[config.mk]
export PLATFORM = sky130hd
export DESIGN_NAME = slpc_bank
export DESIGN_NICKNAME = d
export VERILOG_FILES = /design/src/pkg/slpc_pkg.sv /design/src/core/slpc_bank.sv
export VERILOG_INCLUDE_DIRS = /design/src /design/src/pkg
export SDC_FILE = /design/constraint.sdc
export NUM_CORES = 1
export LEC_CHECK = 0
export ABC_AREA = 1
export CAP_MARGIN = 20
export CORE_ASPECT_RATIO = 0.8
export CORE_UTILIZATION = 60
export DETAILED_ROUTE_END_ITERATION = 16
export DONT_BUFFER_PORTS = 1
export GPL_TIMING_DRIVEN = 0
export PLACE_DENSITY = 0.83
export SYNTH_ARGS = -nofsm -noshare
export SYNTH_HDL_FRONTEND = slang
export SYNTH_SLANG_ARGS = --single-unit
[constraint.sdc]
create_clock -name pclk -period 1.9 [get_ports pclk]
set_input_delay 0.57 -clock pclk [delete_from_list [all_inputs] [get_ports pclk]]
set_output_delay 0.57 -clock pclk [all_outputs]
set_load 0.02 [all_outputs]
[src/pkg/slpc_defines.svh]
// Constants for the serial lane emphasis and link PLL control bank.
// Assumes inclusion by bare name from the package and the core module.
`ifndef SLPC_DEFINES_SVH
`define SLPC_DEFINES_SVH

// ==========================================================================
// Register indices; the byte address is four times the index.
`define SLPC_LANE4_IDX        14'h05c8
`define SLPC_LANE5_IDX        14'h05c9
`define SLPC_LANE6_IDX        14'h05ca
`define SLPC_LANE7_IDX        14'h05cb
`define SLPC_PLL_CAL_IDX      14'h1222
`define SLPC_PLL_STARTUP_IDX  14'h1228
`define SLPC_PLL_UNLOCK_IDX   14'h1262
`define SLPC_IRQ_STATUS_IDX   14'h1300
`define SLPC_IRQ_ENABLE_IDX   14'h1301
`define SLPC_IRQ_CLEAR_IDX    14'h1302
`define SLPC_LINK_STATE_IDX   14'h1303

// ==========================================================================
// Field positions.
`define SLPC_POSTTAP_EN_BIT   7
`define SLPC_LEVEL_MSB        6
`define SLPC_LEVEL_LSB        4
`define SLPC_IRQ_LOST_BIT     0
`define SLPC_IRQ_REGAIN_BIT   1

// ==========================================================================
// Reset values and command codes.
`define SLPC_LANE_RST         8'h00
`define SLPC_PLL_CAL_RST      8'h00
`define SLPC_PLL_STARTUP_RST  8'h0f
`define SLPC_PLL_UNLOCK_RST   8'h00
`define SLPC_IRQ_RST          2'h0
`define SLPC_CAL_RESET_CMD    8'h04
`define SLPC_STARTUP_RST_CMD  8'h4f
`define SLPC_UNLOCK_CLR_CMD   8'h80

`endif

[src/pkg/slpc_pkg.sv]
// Types shared by the lane emphasis and link PLL control bank.
// Assumes the constants header is on the include path.
`include "slpc_defines.svh"

package slpc_pkg;

    // ======================================================================
    // Posttap de-emphasis levels.
    typedef enum logic [2:0] {
        SLPC_LVL_0DB  = 3'h0,
        SLPC_LVL_3DB  = 3'h1,
        SLPC_LVL_6DB  = 3'h2,
        SLPC_LVL_9DB  = 3'h3,
        SLPC_LVL_12DB = 3'h4
    } slpc_level_t;

    typedef logic [7:0] slpc_byte_t;

endpackage : slpc_pkg

[src/core/slpc_bank.sv]
// APB register bank for lane four to seven de-emphasis and link PLL control.
// Assumes an APB master on pclk and a loss-of-lock level from another domain.
//
// Function
// - Three-bit posttap level per lane, bits six-four.
// - Posttap enable in bit seven, reserved low nibble.
// - Calibration reset register resets to zero.
// - Value 0x04 holds PLL calibration in reset.
// - Start-up control resets to 0x0f, normal.
// - Value 0x4f holds PLL start-up circuit reset.
// - Value 0x80 clears the latched unlock flag.
// - Unlock control resets zero, flag latches failures.
`timescale 1ns/1ps
`include "slpc_defines.svh"

module slpc_bank
    import slpc_pkg::*;
#(
    parameter int LANES = 4
) (
    // Clock and reset
    input  wire logic               pclk,
    input  wire logic               presetn,
    // APB slave
    input  wire logic               psel,
    input  wire logic               penable,
    input  wire logic               pwrite,
    input  wire logic [15:0]        paddr,
    input  wire logic [31:0]        pwdata,
    input  wire logic [3:0]         pstrb,
    output logic      [31:0]        prdata,
    output logic                    pready,
    output logic                    pslverr,
    // Lane driver controls, entry zero is lane four
    output logic      [LANES-1:0]   posttap_en,
    output slpc_level_t             posttap_level [LANES],
    // Link PLL controls and status
    output logic                    pll_cal_reset,
    output logic                    pll_startup_reset,
    input  wire logic               pll_lock_lost,
    output logic                    pll_unlock_flag,
    // Interrupt
    output logic                    irq
);

    // ======================================================================
    // Bus decode.
    logic [13:0] idx;
    logic        setup_acc;
    logic        wr_en;
    logic        rd_hit;
    logic        wr_ok;
    logic [7:0]  rd_mux;
    logic [7:0]  wbyte;

    slpc_byte_t  lane_q [LANES];
    slpc_byte_t  cal_q;
    slpc_byte_t  startup_q;
    slpc_byte_t  unlock_q;
    logic [1:0]  status_q;
    logic [1:0]  enable_q;
    logic        pready_q;
    logic        err_q;
    logic [31:0] prdata_q;
    logic        lost_meta_q;
    logic        lost_sync_q;
    logic        lost_prev_q;
    logic        flag_q;

    assign idx       = paddr[15:2];
    assign wbyte     = pwdata[7:0];
    assign setup_acc = psel && penable && !pready_q;
    assign wr_en     = psel && penable && pready_q && pwrite && !err_q
                       && pstrb[0];

    // Lane registers occupy consecutive indices from lane four upward.
    function automatic logic lane_hit(input logic [13:0] a, input int n);
        lane_hit = (a == `SLPC_LANE4_IDX + 14'(n));
    endfunction : lane_hit

    always_comb begin
        rd_hit = 1'b1;
        wr_ok  = 1'b1;
        rd_mux = 8'h00;
        for (int i = 0; i < LANES; i++) begin
            if (lane_hit(idx, i)) begin
                rd_mux = lane_q[i];
            end
        end
        if (paddr[1:0] != 2'h0) begin
            rd_hit = 1'b0;
            wr_ok  = 1'b0;
        end else if (idx >= `SLPC_LANE4_IDX
                     && idx < `SLPC_LANE4_IDX + 14'(LANES)) begin
            rd_hit = 1'b1;
        end else begin
            unique case (idx)
                `SLPC_PLL_CAL_IDX:     rd_mux = cal_q;
                `SLPC_PLL_STARTUP_IDX: rd_mux = startup_q;
                `SLPC_PLL_UNLOCK_IDX:  rd_mux = unlock_q;
                `SLPC_IRQ_STATUS_IDX: begin
                    rd_mux = {6'h00, status_q};
                    wr_ok  = 1'b0;
                end
                `SLPC_IRQ_ENABLE_IDX:  rd_mux = {6'h00, enable_q};
                `SLPC_IRQ_CLEAR_IDX:   rd_mux = 8'h00;
                `SLPC_LINK_STATE_IDX: begin
                    rd_mux = {6'h00, lost_sync_q, flag_q};
                    wr_ok  = 1'b0;
                end
                default: begin
                    rd_hit = 1'b0;
                    wr_ok  = 1'b0;
                end
            endcase
        end
    end

    // ======================================================================
    // One wait state: data and error are captured on the same edge that raises pready.
    always_ff @(posedge pclk or negedge presetn) begin
        if (!presetn) begin
            pready_q <= 1'b0;
            err_q    <= 1'b0;
            prdata_q <= 32'h0000_0000;
        end else begin
            pready_q <= setup_acc;
            if (setup_acc) begin
                err_q    <= pwrite ? !wr_ok : !rd_hit;
                prdata_q <= (!pwrite && rd_hit) ? {24'h00_0000, rd_mux}
                                                : 32'h0000_0000;
            end
        end
    end

    assign pready  = pready_q;
    assign pslverr = pready_q && err_q;
    assign prdata  = prdata_q;

    // ======================================================================
    // Lane de-emphasis registers.
    always_ff @(posedge pclk or negedge presetn) begin
        if (!presetn) begin
            for (int i = 0; i < LANES; i++) begin
                lane_q[i] <= `SLPC_LANE_RST;
            end
        end else begin
            for (int i = 0; i < LANES; i++) begin
                if (wr_en && lane_hit(idx, i)) begin
                    lane_q[i] <= wbyte;
                end
            end
        end
    end

    always_comb begin
        for (int i = 0; i < LANES; i++) begin
            posttap_en[i]    = lane_q[i][`SLPC_POSTTAP_EN_BIT];
            posttap_level[i] = slpc_level_t'(
                lane_q[i][`SLPC_LEVEL_MSB:`SLPC_LEVEL_LSB]);
        end
    end

    // ======================================================================
    // Link PLL command registers.
    always_ff @(posedge pclk or negedge presetn) begin
        if (!presetn) begin
            cal_q     <= `SLPC_PLL_CAL_RST;
            startup_q <= `SLPC_PLL_STARTUP_RST;
            unlock_q  <= `SLPC_PLL_UNLOCK_RST;
        end else if (wr_en) begin
            if (idx == `SLPC_PLL_CAL_IDX) begin
                cal_q <= wbyte;
            end
            if (idx == `SLPC_PLL_STARTUP_IDX) begin
                startup_q <= wbyte;
            end
            if (idx == `SLPC_PLL_UNLOCK_IDX) begin
                unlock_q <= wbyte;
            end
        end
    end

    // Undocumented command values leave the PLL in normal operation.
    assign pll_cal_reset     = (cal_q == `SLPC_CAL_RESET_CMD);
    assign pll_startup_reset = (startup_q == `SLPC_STARTUP_RST_CMD);

    // ======================================================================
    // Loss-of-lock synchroniser and latched flag.
    always_ff @(posedge pclk or negedge presetn) begin
        if (!presetn) begin
            lost_meta_q <= 1'b0;
            lost_sync_q <= 1'b0;
            lost_prev_q <= 1'b0;
        end else begin
            lost_meta_q <= pll_lock_lost;
            lost_sync_q <= lost_meta_q;
            lost_prev_q <= lost_sync_q;
        end
    end

    // A failure present while the clear command is held still latches.
    always_ff @(posedge pclk or negedge presetn) begin
        if (!presetn) begin
            flag_q <= 1'b0;
        end else if (lost_sync_q) begin
            flag_q <= 1'b1;
        end else if (unlock_q == `SLPC_UNLOCK_CLR_CMD) begin
            flag_q <= 1'b0;
        end
    end

    assign pll_unlock_flag = flag_q;

    // ======================================================================
    // Interrupt status, enable and write-one-to-clear.
    logic [1:0] ev;
    logic [1:0] clr;

    assign ev[`SLPC_IRQ_LOST_BIT]   = lost_sync_q && !lost_prev_q;
    assign ev[`SLPC_IRQ_REGAIN_BIT] = !lost_sync_q && lost_prev_q;
    assign clr = (wr_en && idx == `SLPC_IRQ_CLEAR_IDX) ? wbyte[1:0] : 2'h0;

    always_ff @(posedge pclk or negedge presetn) begin
        if (!presetn) begin
            status_q <= `SLPC_IRQ_RST;
        end else begin
            status_q <= (status_q & ~clr) | ev;
        end
    end

    always_ff @(posedge pclk or negedge presetn) begin
        if (!presetn) begin
            enable_q <= `SLPC_IRQ_RST;
        end else if (wr_en && idx == `SLPC_IRQ_ENABLE_IDX) begin
            enable_q <= wbyte[1:0];
        end
    end

    assign irq = |(status_q & enable_q);
endmodule : slpc_bank

# Yosys cells after proc, flatten, opt, wreduce, memory -nomap -nowiden
# Index checks and enable logic that the tools add are counted.
[word_totals]
reg_bits = 98
input_bits = 58
output_inout_bits = 54
elab_cells = 86
[classes]
n_lt_le_gt_ge = 2
eq_ne = 14
mux = 18
bitwise = 4
n_reduce_logical = 32
[op_table]
columns = ["operator", "count"]
rows = [
  ["14-bit by 13-bit equality test with 1-bit output (second input constant)", 7],
  ["14-bit by 11-bit equality test with 1-bit output (second input constant)", 4],
  ["8-bit 2-to-1 mux", 7],
  ["8-bit case mux with 7 select lines", 1],
  ["1-bit logical AND", 17],
  ["14-bit by 11-bit >= comparator with 1-bit output (second input constant)", 1],
  ["14-bit by 11-bit < comparator with 1-bit output (second input constant)", 1],
  ["1-bit 2-to-1 mux", 9],
  ["8-bit by 3-bit equality test with 1-bit output (second input constant)", 1],
  ["8-bit by 7-bit equality test with 1-bit output (second input constant)", 1],
  ["8-bit equality test (second input constant)", 1],
  ["1-bit logical NOT", 7],
  ["7-bit OR reduction", 1],
  ["2-bit AND reduction", 3],
  ["5-bit OR reduction", 1],
  ["2-bit bitwise AND", 2],
  ["2-bit nonzero test", 2],
  ["2-bit 2-to-1 mux", 1],
  ["2-bit NOT", 1],
  ["2-bit OR", 1],
  ["2-bit OR reduction", 1],
]

# Logic depth before layout (Yosys ltp)
# Gate-level depths: netlist of run 1.
[logic_depth]
depth_word = 10
mapped_depth = 14
ltp_nobuf = 13

# Worst setup path after synthesis of run 1
# Ideal clock, no wire load.
[synth_path]
kind = "input to register"
from = "in paddr[7]"
to = "reg prdata_q[4], in the netlist prdata[4]"
t_arrival_ns = 1.716
slack_ns = 0.066
cell_stages = 10
path_buffers = 1
path_cell_list = "nor2_1 > nand2_1 > nor2_1 > nand2_1 > buf_2 > or2_2 > nand2_1 > nand2_1 > nand3_1 > nand2_1"
[synth_between]
elab_chain_cells = 9
word_cells_on_any_way = 27
cone_classes = "2 x order compare; 11 x eq/ne; 11 x mux; 3 x reduce/logical"
[synth_lines]
columns = ["item", "line_no", "rtl"]
rows = [
  ["from (decl)", "slpc_bank.sv:28", "input wire logic [15:0] paddr,"],
  ["14-bit by 11-bit equality test with 1-bit output", "slpc_bank.sv:78", "lane_hit = (a == `SLPC_LANE4_IDX + 14'(n));"],
  ["8-bit 2-to-1 mux (4 in a row)", "slpc_bank.sv:86", "if (lane_hit(idx, i)) begin"],
  ["8-bit case mux with 7 select lines", "slpc_bank.sv:97", "unique case (idx)"],
  ["8-bit 2-to-1 mux", "slpc_bank.sv:93", "end else if (idx >= `SLPC_LANE4_IDX"],
  ["8-bit 2-to-1 mux", "slpc_bank.sv:90", "if (paddr[1:0] != 2'h0) begin"],
  ["8-bit 2-to-1 mux *", "slpc_bank.sv:130", "prdata_q <= (!pwrite && rd_hit) ? {24'h00_0000, rd_mux}"],
  ["to (signal assigned)", "slpc_bank.sv:130", ""],
  ["to (decl)", "slpc_bank.sv:64", "logic [31:0] prdata_q;"],
]
# Every way passes the cells marked *; elsewhere a longest branch is shown, timed or not.
# A chain may end at the register's enable or synchronous reset.

# Final worst setup path of run 1
[layout_path]
from = "reg cal_q[7]"
to = "out pll_cal_reset"
[layout_between]
elab_chain_cells = 1
[layout_lines]
columns = ["item", "line_no", "rtl"]
rows = [
  ["from (decl)", "slpc_bank.sv:57", "slpc_byte_t cal_q;"],
  ["from (signal assigned)", "slpc_bank.sv:168", "cal_q <= `SLPC_PLL_CAL_RST;"],
  ["from (signal assigned)", "slpc_bank.sv:173", "cal_q <= wbyte;"],
  ["8-bit by 3-bit equality test with 1-bit output (no line)", "n/a", ""],
  ["to (decl)", "slpc_bank.sv:38", "output logic pll_cal_reset,"],
]
# No other way between the ends.

==> results of run 1 <==
routing by layer:
metal  GRT usage (%)  part of all wire (%)
met4            9.23                   1.8
met1            42.7                    44
met5               0                     0
met3            6.89                   9.7
met2            47.5                    45
registers in the layout, summed over array words and instances (netlist names), 2 cells and up:
name / count
cal_q: 8
enable_q: 2
lane_q: 16
posttap_en: 4
posttap_level: 12
prdata: 8
startup_q: 8
status_q: 2
unlock_q: 8
cells in the mapped netlist:
master	n	area share (%)
nand2_1	164	15
dfrtp_1	70	43
o21ai_0	65	8.0
nand3_1	56	6.9
nor2_1	50	4.6
inv_1	45	4.1
buf_4	41	7.5
nand4_1	12	1.8
or2_2	8	1.2
buf_2	7	0.86
dfstp_2	4	2.6
nor2_2	4	0.61
nor3_1	4	0.49
clkbuf_1	3	0.28
nor4_1	3	0.46
a21oi_1	2	0.24
inv_2	2	0.18
a22o_1	1	0.21
clkinv_1	1	0.092
conb_1	1	0.092
nand2_2	1	0.15
nand2_4	1	0.28
nand3_2	1	0.24
nor2_4	1	0.28
nor4b_4	1	0.58
o21ai_1	1	0.12
or4_1	1	0.18
area by class of cell:
type	instances	area [um^2]
clock inverter	4	76.3
timing repair buffer	5	37.5
buffer	51	358
fill	537	1880
tap	84	105
sequential	74	1860
multi-input combinational	400	1840
inverter	48	180
clock buffer	12	145
power breakdown:
group / switching [W] / internal [W]
combinational: 0.000121 / 0.0000515
sequential: 0.00000435 / 0.00158
clock: 0.000597 / 0.000780
total: 0.000723 / 0.00241
path summary, 6_finish.rpt:
kind	to	slack (ns)
setup / recovery	pll_cal_reset	-0.13
hold / removal	pready	-0.09
setup reg to reg	cal_q[1]	0.12
hold reg to reg	lost_sync_q	0.35
max in group asynchronous	startup_q[2]	1.76
min in group pclk	lost_meta_q	0.25
worst reg2reg max path, stage by stage, from the launching register on:
cell      delay (ns)
dfrtp_1         0.50
nor4b_4         0.25
buf_4           0.21
nand3_1         0.23
clkbuf_1        0.28
o21ai_0         0.22
through the flow:
stage | hold WS, ns | cells | power, W | utilization [%]
after global routing | -0.106 | 678 | 0.00322 | 71.0
final | -0.0894 | 678 | 0.00313 | 71.0
after CTS | -0.0973 | 678 | 0.00313 | 70.5
after floorplan | 0.274 | 573 | 0.00175 | -
after global placement | 0.276 | 657 | 0.00178 | 66.1
after detailed placement | 0.276 | 657 | 0.00178 | 66.1
timing repair:
action,4_1_cts,5_1_grt
resized for setup,5,15
setup buffers,5,0
pin swaps,2,1
hold endpoints to repair,70,70
endpoints found under the setup margin,58,31
cells by family after synthesis:
group / synth area share (%)
AND/OR/NAND/NOR: 32.9
buffers and inverters: 13.1
flip-flops: 45.4
AO/OA/AOI/OAI: 8.54
other: 0.0918
==> summary.md, run 1 <==
| Metric | Value |
|---|---|
| Detailed Route WL | 10.3 mm |
| WL/cell | 15.2 um |
| CP endpoint kind | output pin |
| Final min period | 2.03 ns |
| H-tree depth | 3 |
| VDD IR max | 537 uV |
| Setup ws final | -0.130 ns |
| Area of the core | roughly 0.0065 mm^2 |
| Failing checks | hold timing, setup timing |
| Synthesized flop and latch total | 74 |
| Buffers on Ports | 0 |
| Hold Worst Slack | -0.0894 ns |
| Unrepaired setup endpoints after global routing | true |
| # setup viols final | 2 |
| P&R area growth vs syn | 12.5% |
| Post-route ant nets | 0 |
| WP depth | 2 |
| Drt initial violations | 525 |
| Vias/cell | 5.57 |
| Post-DP HPWL | between 7 and 8 mm |
| Number of global-route vias before repair | approximately 3400 |
| Cell area after synthesis | 0.00409 mm^2 |
| Final Hold Fails | 70 |
| Yosys cell types | 27 |
| Die ar. | 0.00715 mm^2 |
| Ant diodes | 0 |
| Top-Level Pins | 112 |
| Hold Crit Class | in2async |
| CP max FO | 2 |
| Total CTS buffers | 9 |
| CP Launch Type | flop |
| CP startpoint | cal_q[7] |
| TNS Setup | -0.183 ns |
| Reg2reg start | pready |
| Layout cells sized above 1 | 17.5% |
| Clock skew | just under 0.01 ns |
| CP top delay family | simple AND/OR/NAND/NOR gates |
| Die Y | roughly 76 um |
| Type of the worst setup path | reg2out |
| Final nets | ~650 |
| TritonRoute pass-1 iters | 6 |
| Clk buf depth | 2 |
| GR Overflow Total | 0 |
| Post-route cell area | between 0.004 and 0.005 mm^2 |
| Die Span X | 94.3 um |
| Rows | 26 |
| Clock transition at path regs | 0.08 ns |
| Starting Density | 63.1% |
| Peak Freq | 493 MHz |
| Most common cell after layout, fill and taps aside | nand2_1 |
| Commonest cells after routing, fill and taps aside | nand2_1 (163), dfrtp_1 (70), o21ai_0 (65) |
| CP required | 1.33 ns |
| PwrDens | 681 mW/mm^2 |
| CTS Sinks | 74 |
| Max_cap viols | 0 |
| CTS Root Cell | clkbuf_8 |
| Post-synthesis area per instance | 7.43 um^2 |
| CP max-delay cell | or4_4 |
| CTS tree | yes |
| Pre-CTS setup slack | -0.406 ns |
| GPL Wtd Cong | 0.913 |
| Largest net degree at the start of global routing | 75 |
| Mapped Cells | 550 |
| WP buf/inv | 0 |
| Share of the clock period used by the worst path | 107% |
| DR vias | 3774 |
| LEAKAGE | 2.34 nW |
| All-Layer GR Usage | 30.4% |
| Initial antenna violation count | 0 |
| Clock latency on the worst-skew pair | roughly 0.35 ns |
| Critical path data arrival time | 1.46 ns |
| Final max-slew violation count | 0 |
| Placed cell area | 0.00428 mm^2 |
| Worst path max stage delay | about 0.55 ns |
| Sequential area share after synthesis | 45.4% |
| Ys Warns | 0 |
| Worst-path cell chain | or4_4 -> nor2_4 |
| Residual DRC | 0 |
| Worst reg2reg path depth | 5 |
| First-pass GRT wire length | 16.3 mm |
| Status | complete, but fails checks |
Power figures use the tool's default switching activity.
==> run 2: changes to the inputs <==
==> constraint.sdc (replaced) <==
create_clock -name pclk -period 1.9 [get_ports pclk]
set_input_delay 0.57 -clock pclk [delete_from_list [all_inputs] [get_ports pclk]]
set_output_delay 0.57 -clock pclk [all_outputs]
set_load 0.01 [all_outputs]
==> run 2 against run 1 <==
Compared with the run above: routed wire length increased by 0.15%; sequential power about the same; die area unchanged; the run still ends with hold timing, setup timing left; clock skew decreased by 0.00089 ns; count of clock-buffer cells in the layout unchanged; clock power about the same; sequential cell count unchanged.
==> summary.md, run 2 (synthesized netlist as in run 1, its figures left out) <==
| Metric | Value |
|---|---|
| Status | complete, but fails checks |
| Failing checks | hold timing, setup timing |
| Residual DRC | 0 (unchanged) |
| Pint | 0.00241 W (about the same) |
| WP buf/inv | 0 (unchanged) |
| Post-route ant nets | 0 (unchanged) |
| Initial antenna violation count | 0 (unchanged) |
| GR Overflow Total | 0 (unchanged) |
| CP Launch Type | flop |
| Setup ws final | -0.135 ns (-0.00548 ns) |
| Reg2reg start | pready |
| Switching Share | 22.4% (-0.68 points) |
| Clock skew | 0.00902 ns (-0.000891 ns) |
| WL/cell | 15.3 um (+0.29%) |
| Post-DP HPWL | 7.43 mm (unchanged) |
| Post-route cell area | 0.00459 mm^2 (-0.16%) |
| Die ar. | 0.00715 mm^2 (unchanged) |
| CTS tree | yes |
| Largest net degree at the start of global routing | 75 (unchanged) |
| Worst reg2reg path depth | 6 (+1) |
| Seq pwr share | 51.0% (+0.5 points) |
| Hold Worst Slack | -0.0876 ns (+0.00177 ns) |
| R2r setup slk | 0.19 ns (+0.07 ns) |
| Commonest cells after routing, fill and taps aside | nand2_1 (163), dfrtp_1 (70), o21ai_0 (65) |
| Final max-slew violation count | 0 (unchanged) |
| Starting Density | 63.1% (unchanged) |
| Rows | 26 (unchanged) |
| # setup viols final | 2 (unchanged) |
| Unrepaired setup endpoints after global routing | true |
| Vias/cell | 5.57 (about the same) |
| TritonRoute pass-1 iters | 6 (unchanged) |
| All-Layer GR Usage | 29.9% (-0.49 points) |
| CP max FO | 3 (+1) |
| Detailed Route WL | 10.3 mm (+0.15%) |
| Placed cell area | 0.00428 mm^2 (unchanged) |
| Cells after DPL | 657 (unchanged) |
| Share of the clock period used by the worst path | 107% (+0.29 points) |
| Clock latency on the worst-skew pair | 0.35 ns (about the same) |
| CP endpoint kind | output pin |
| LEAKAGE | 2.34 nW (-0.24%) |
| Max FFs per register | 16 (unchanged) |
| FILL cells | 543 (+1.1%) |
| Comb pwr share | 4.8% (-0.7 points) |
| Critical path data arrival time | 1.47 ns (about the same) |
| Worst-path cell chain | or4_4 -> nor2_4 |
| Top reg by flops | lane_q |
| Area of the core | 0.00647 mm^2 (unchanged) |
| CP top delay family | simple AND/OR/NAND/NOR gates |
| CTS Root Cell | clkbuf_8 |
| Max_cap viols | 0 (unchanged) |
| Number of global-route vias before repair | 3364 (-1.2%) |
| Pre-CTS setup slack | -0.406 ns (unchanged) |
| GPL Wtd Cong | 0.913 (unchanged) |
| Worst r2r dst | cal_q[7] |
| Die Span X | 94.3 um (unchanged) |
| Clock transition at path regs | 0.08 ns (about the same) |
| Ant diodes | 0 (unchanged) |
| Hold Crit Class | in2async |
| Final Non-Filler Cells | 677 (-0.15%) |
| H-tree depth | 3 (unchanged) |
| Type of the worst setup path | reg2out |
| Worst path max stage delay | 0.55 ns (about the same) |
| Most common cell after layout, fill and taps aside | nand2_1 |
| VDD IR max | 530 uV (-1.3%) |
| Clk buf depth | 2 (unchanged) |
| PwrDens | 676 mW/mm^2 (-0.77%) |
| DR vias | 3769 (-0.13%) |
| Switching power total | 0.000695 W (-3.8%) |
| Final nets | 646 (-0.15%) |
| CP required | 1.33 ns (about the same) |
| CP max-delay cell | or4_4 |
| Buffers on Ports | 0 (unchanged) |
| CTS Sinks | 74 (unchanged) |
| Drt initial violations | 404 (-23%) |
| Final Hold Fails | 70 (unchanged) |
| Die Y | 75.8 um (unchanged) |
| Final min period | 2.04 ns (+0.00549 ns) |
| Layout cells sized above 1 | 17.0% (-0.48 points) |
| Clock power share | 44.2% (+0.2 points) |
| P&R area growth vs syn | 12.3% |
| Total CTS buffers | 9 (unchanged) |
| Top-Level Pins | 112 (unchanged) |
| First-pass GRT wire length | 16.0 mm (-1.8%) |
| Peak Freq | 491 MHz (-0.27%) |
run 2: cell count changes in the layout (fill, tap and decap cells not counted):
cell,change
inv_1,+1
inv_2,-2
clkinv_1,+1
buf_4,-1
run 2: repair_timing:
| item | 4_1_cts | 5_1_grt |
|---|---|---|
| endpoints found under the hold margin | 70 | 70 |
| gates resized for setup | 3 | 15 |
| pin swaps | 1 | 2 |
| setup endpoints to repair | 53 | 26 |
| buffers inserted | 2 | 2 |
run 2: routing by layer:
metal	track usage, %	vias up	part of all wire, %
li1	-	1784	-
met4	8.89	0	2.2
met3	7.49	30	10
met2	46.1	208	44
met5	0	-	0
met1	42.1	1747	44
run 2: worst max-delay path by stage:
stage                     startpoint       endpoint  slack (ns)  depth (start not counted)
after floorplan             paddr[7]      prdata[4]        0.07                         10
after global placement          psel       cal_q[7]       -0.37                          6
after detailed placement        psel       cal_q[7]       -0.41                          6
after CTS                   cal_q[2]  pll_cal_reset       -0.15                          3
after global routing        cal_q[7]  pll_cal_reset       -0.15                          2
final                       cal_q[7]  pll_cal_reset       -0.14                          2
run 2: per-stage QoR:
stage | utilization [%] | power (W) | TNS, ns
after floorplan | - | 0.00173 | 0
after global placement | 66.1 | 0.00175 | -15.33
after detailed placement | 66.1 | 0.00176 | -18.30
after CTS | 69.9 | 0.00311 | -0.154
after global routing | 70.9 | 0.00319 | -0.226
final | 70.9 | 0.00310 | -0.141
run 2: layout make-up:
type                       count  area, um^2  area share [%]
buffer                        51         358            7.80
timing repair buffer           4        30.0           0.654
sequential                    74        1860            40.5
inverter                      48         180            3.93
multi-input combinational    400        1840            40.0
clock inverter                 4        76.3            1.66
clock buffer                  12         145            3.16
tap                           84         105            2.29
run 2: power by group through the flow:
| stage | clock network, W | registers (W) | logic, W |
|---|---|---|---|
| 6_report | 0.00137 | 0.00158 | 0.000150 |
| 5_1_grt | 0.00144 | 0.00158 | 0.000167 |
| 4_1_cts | 0.00139 | 0.00158 | 0.000142 |
| 3_5_place_dp | 0 | 0.00161 | 0.000142 |
| 3_3_place_gp | 0 | 0.00161 | 0.000139 |
| 2_1_floorplan | 0 | 0.00161 | 0.000116 |
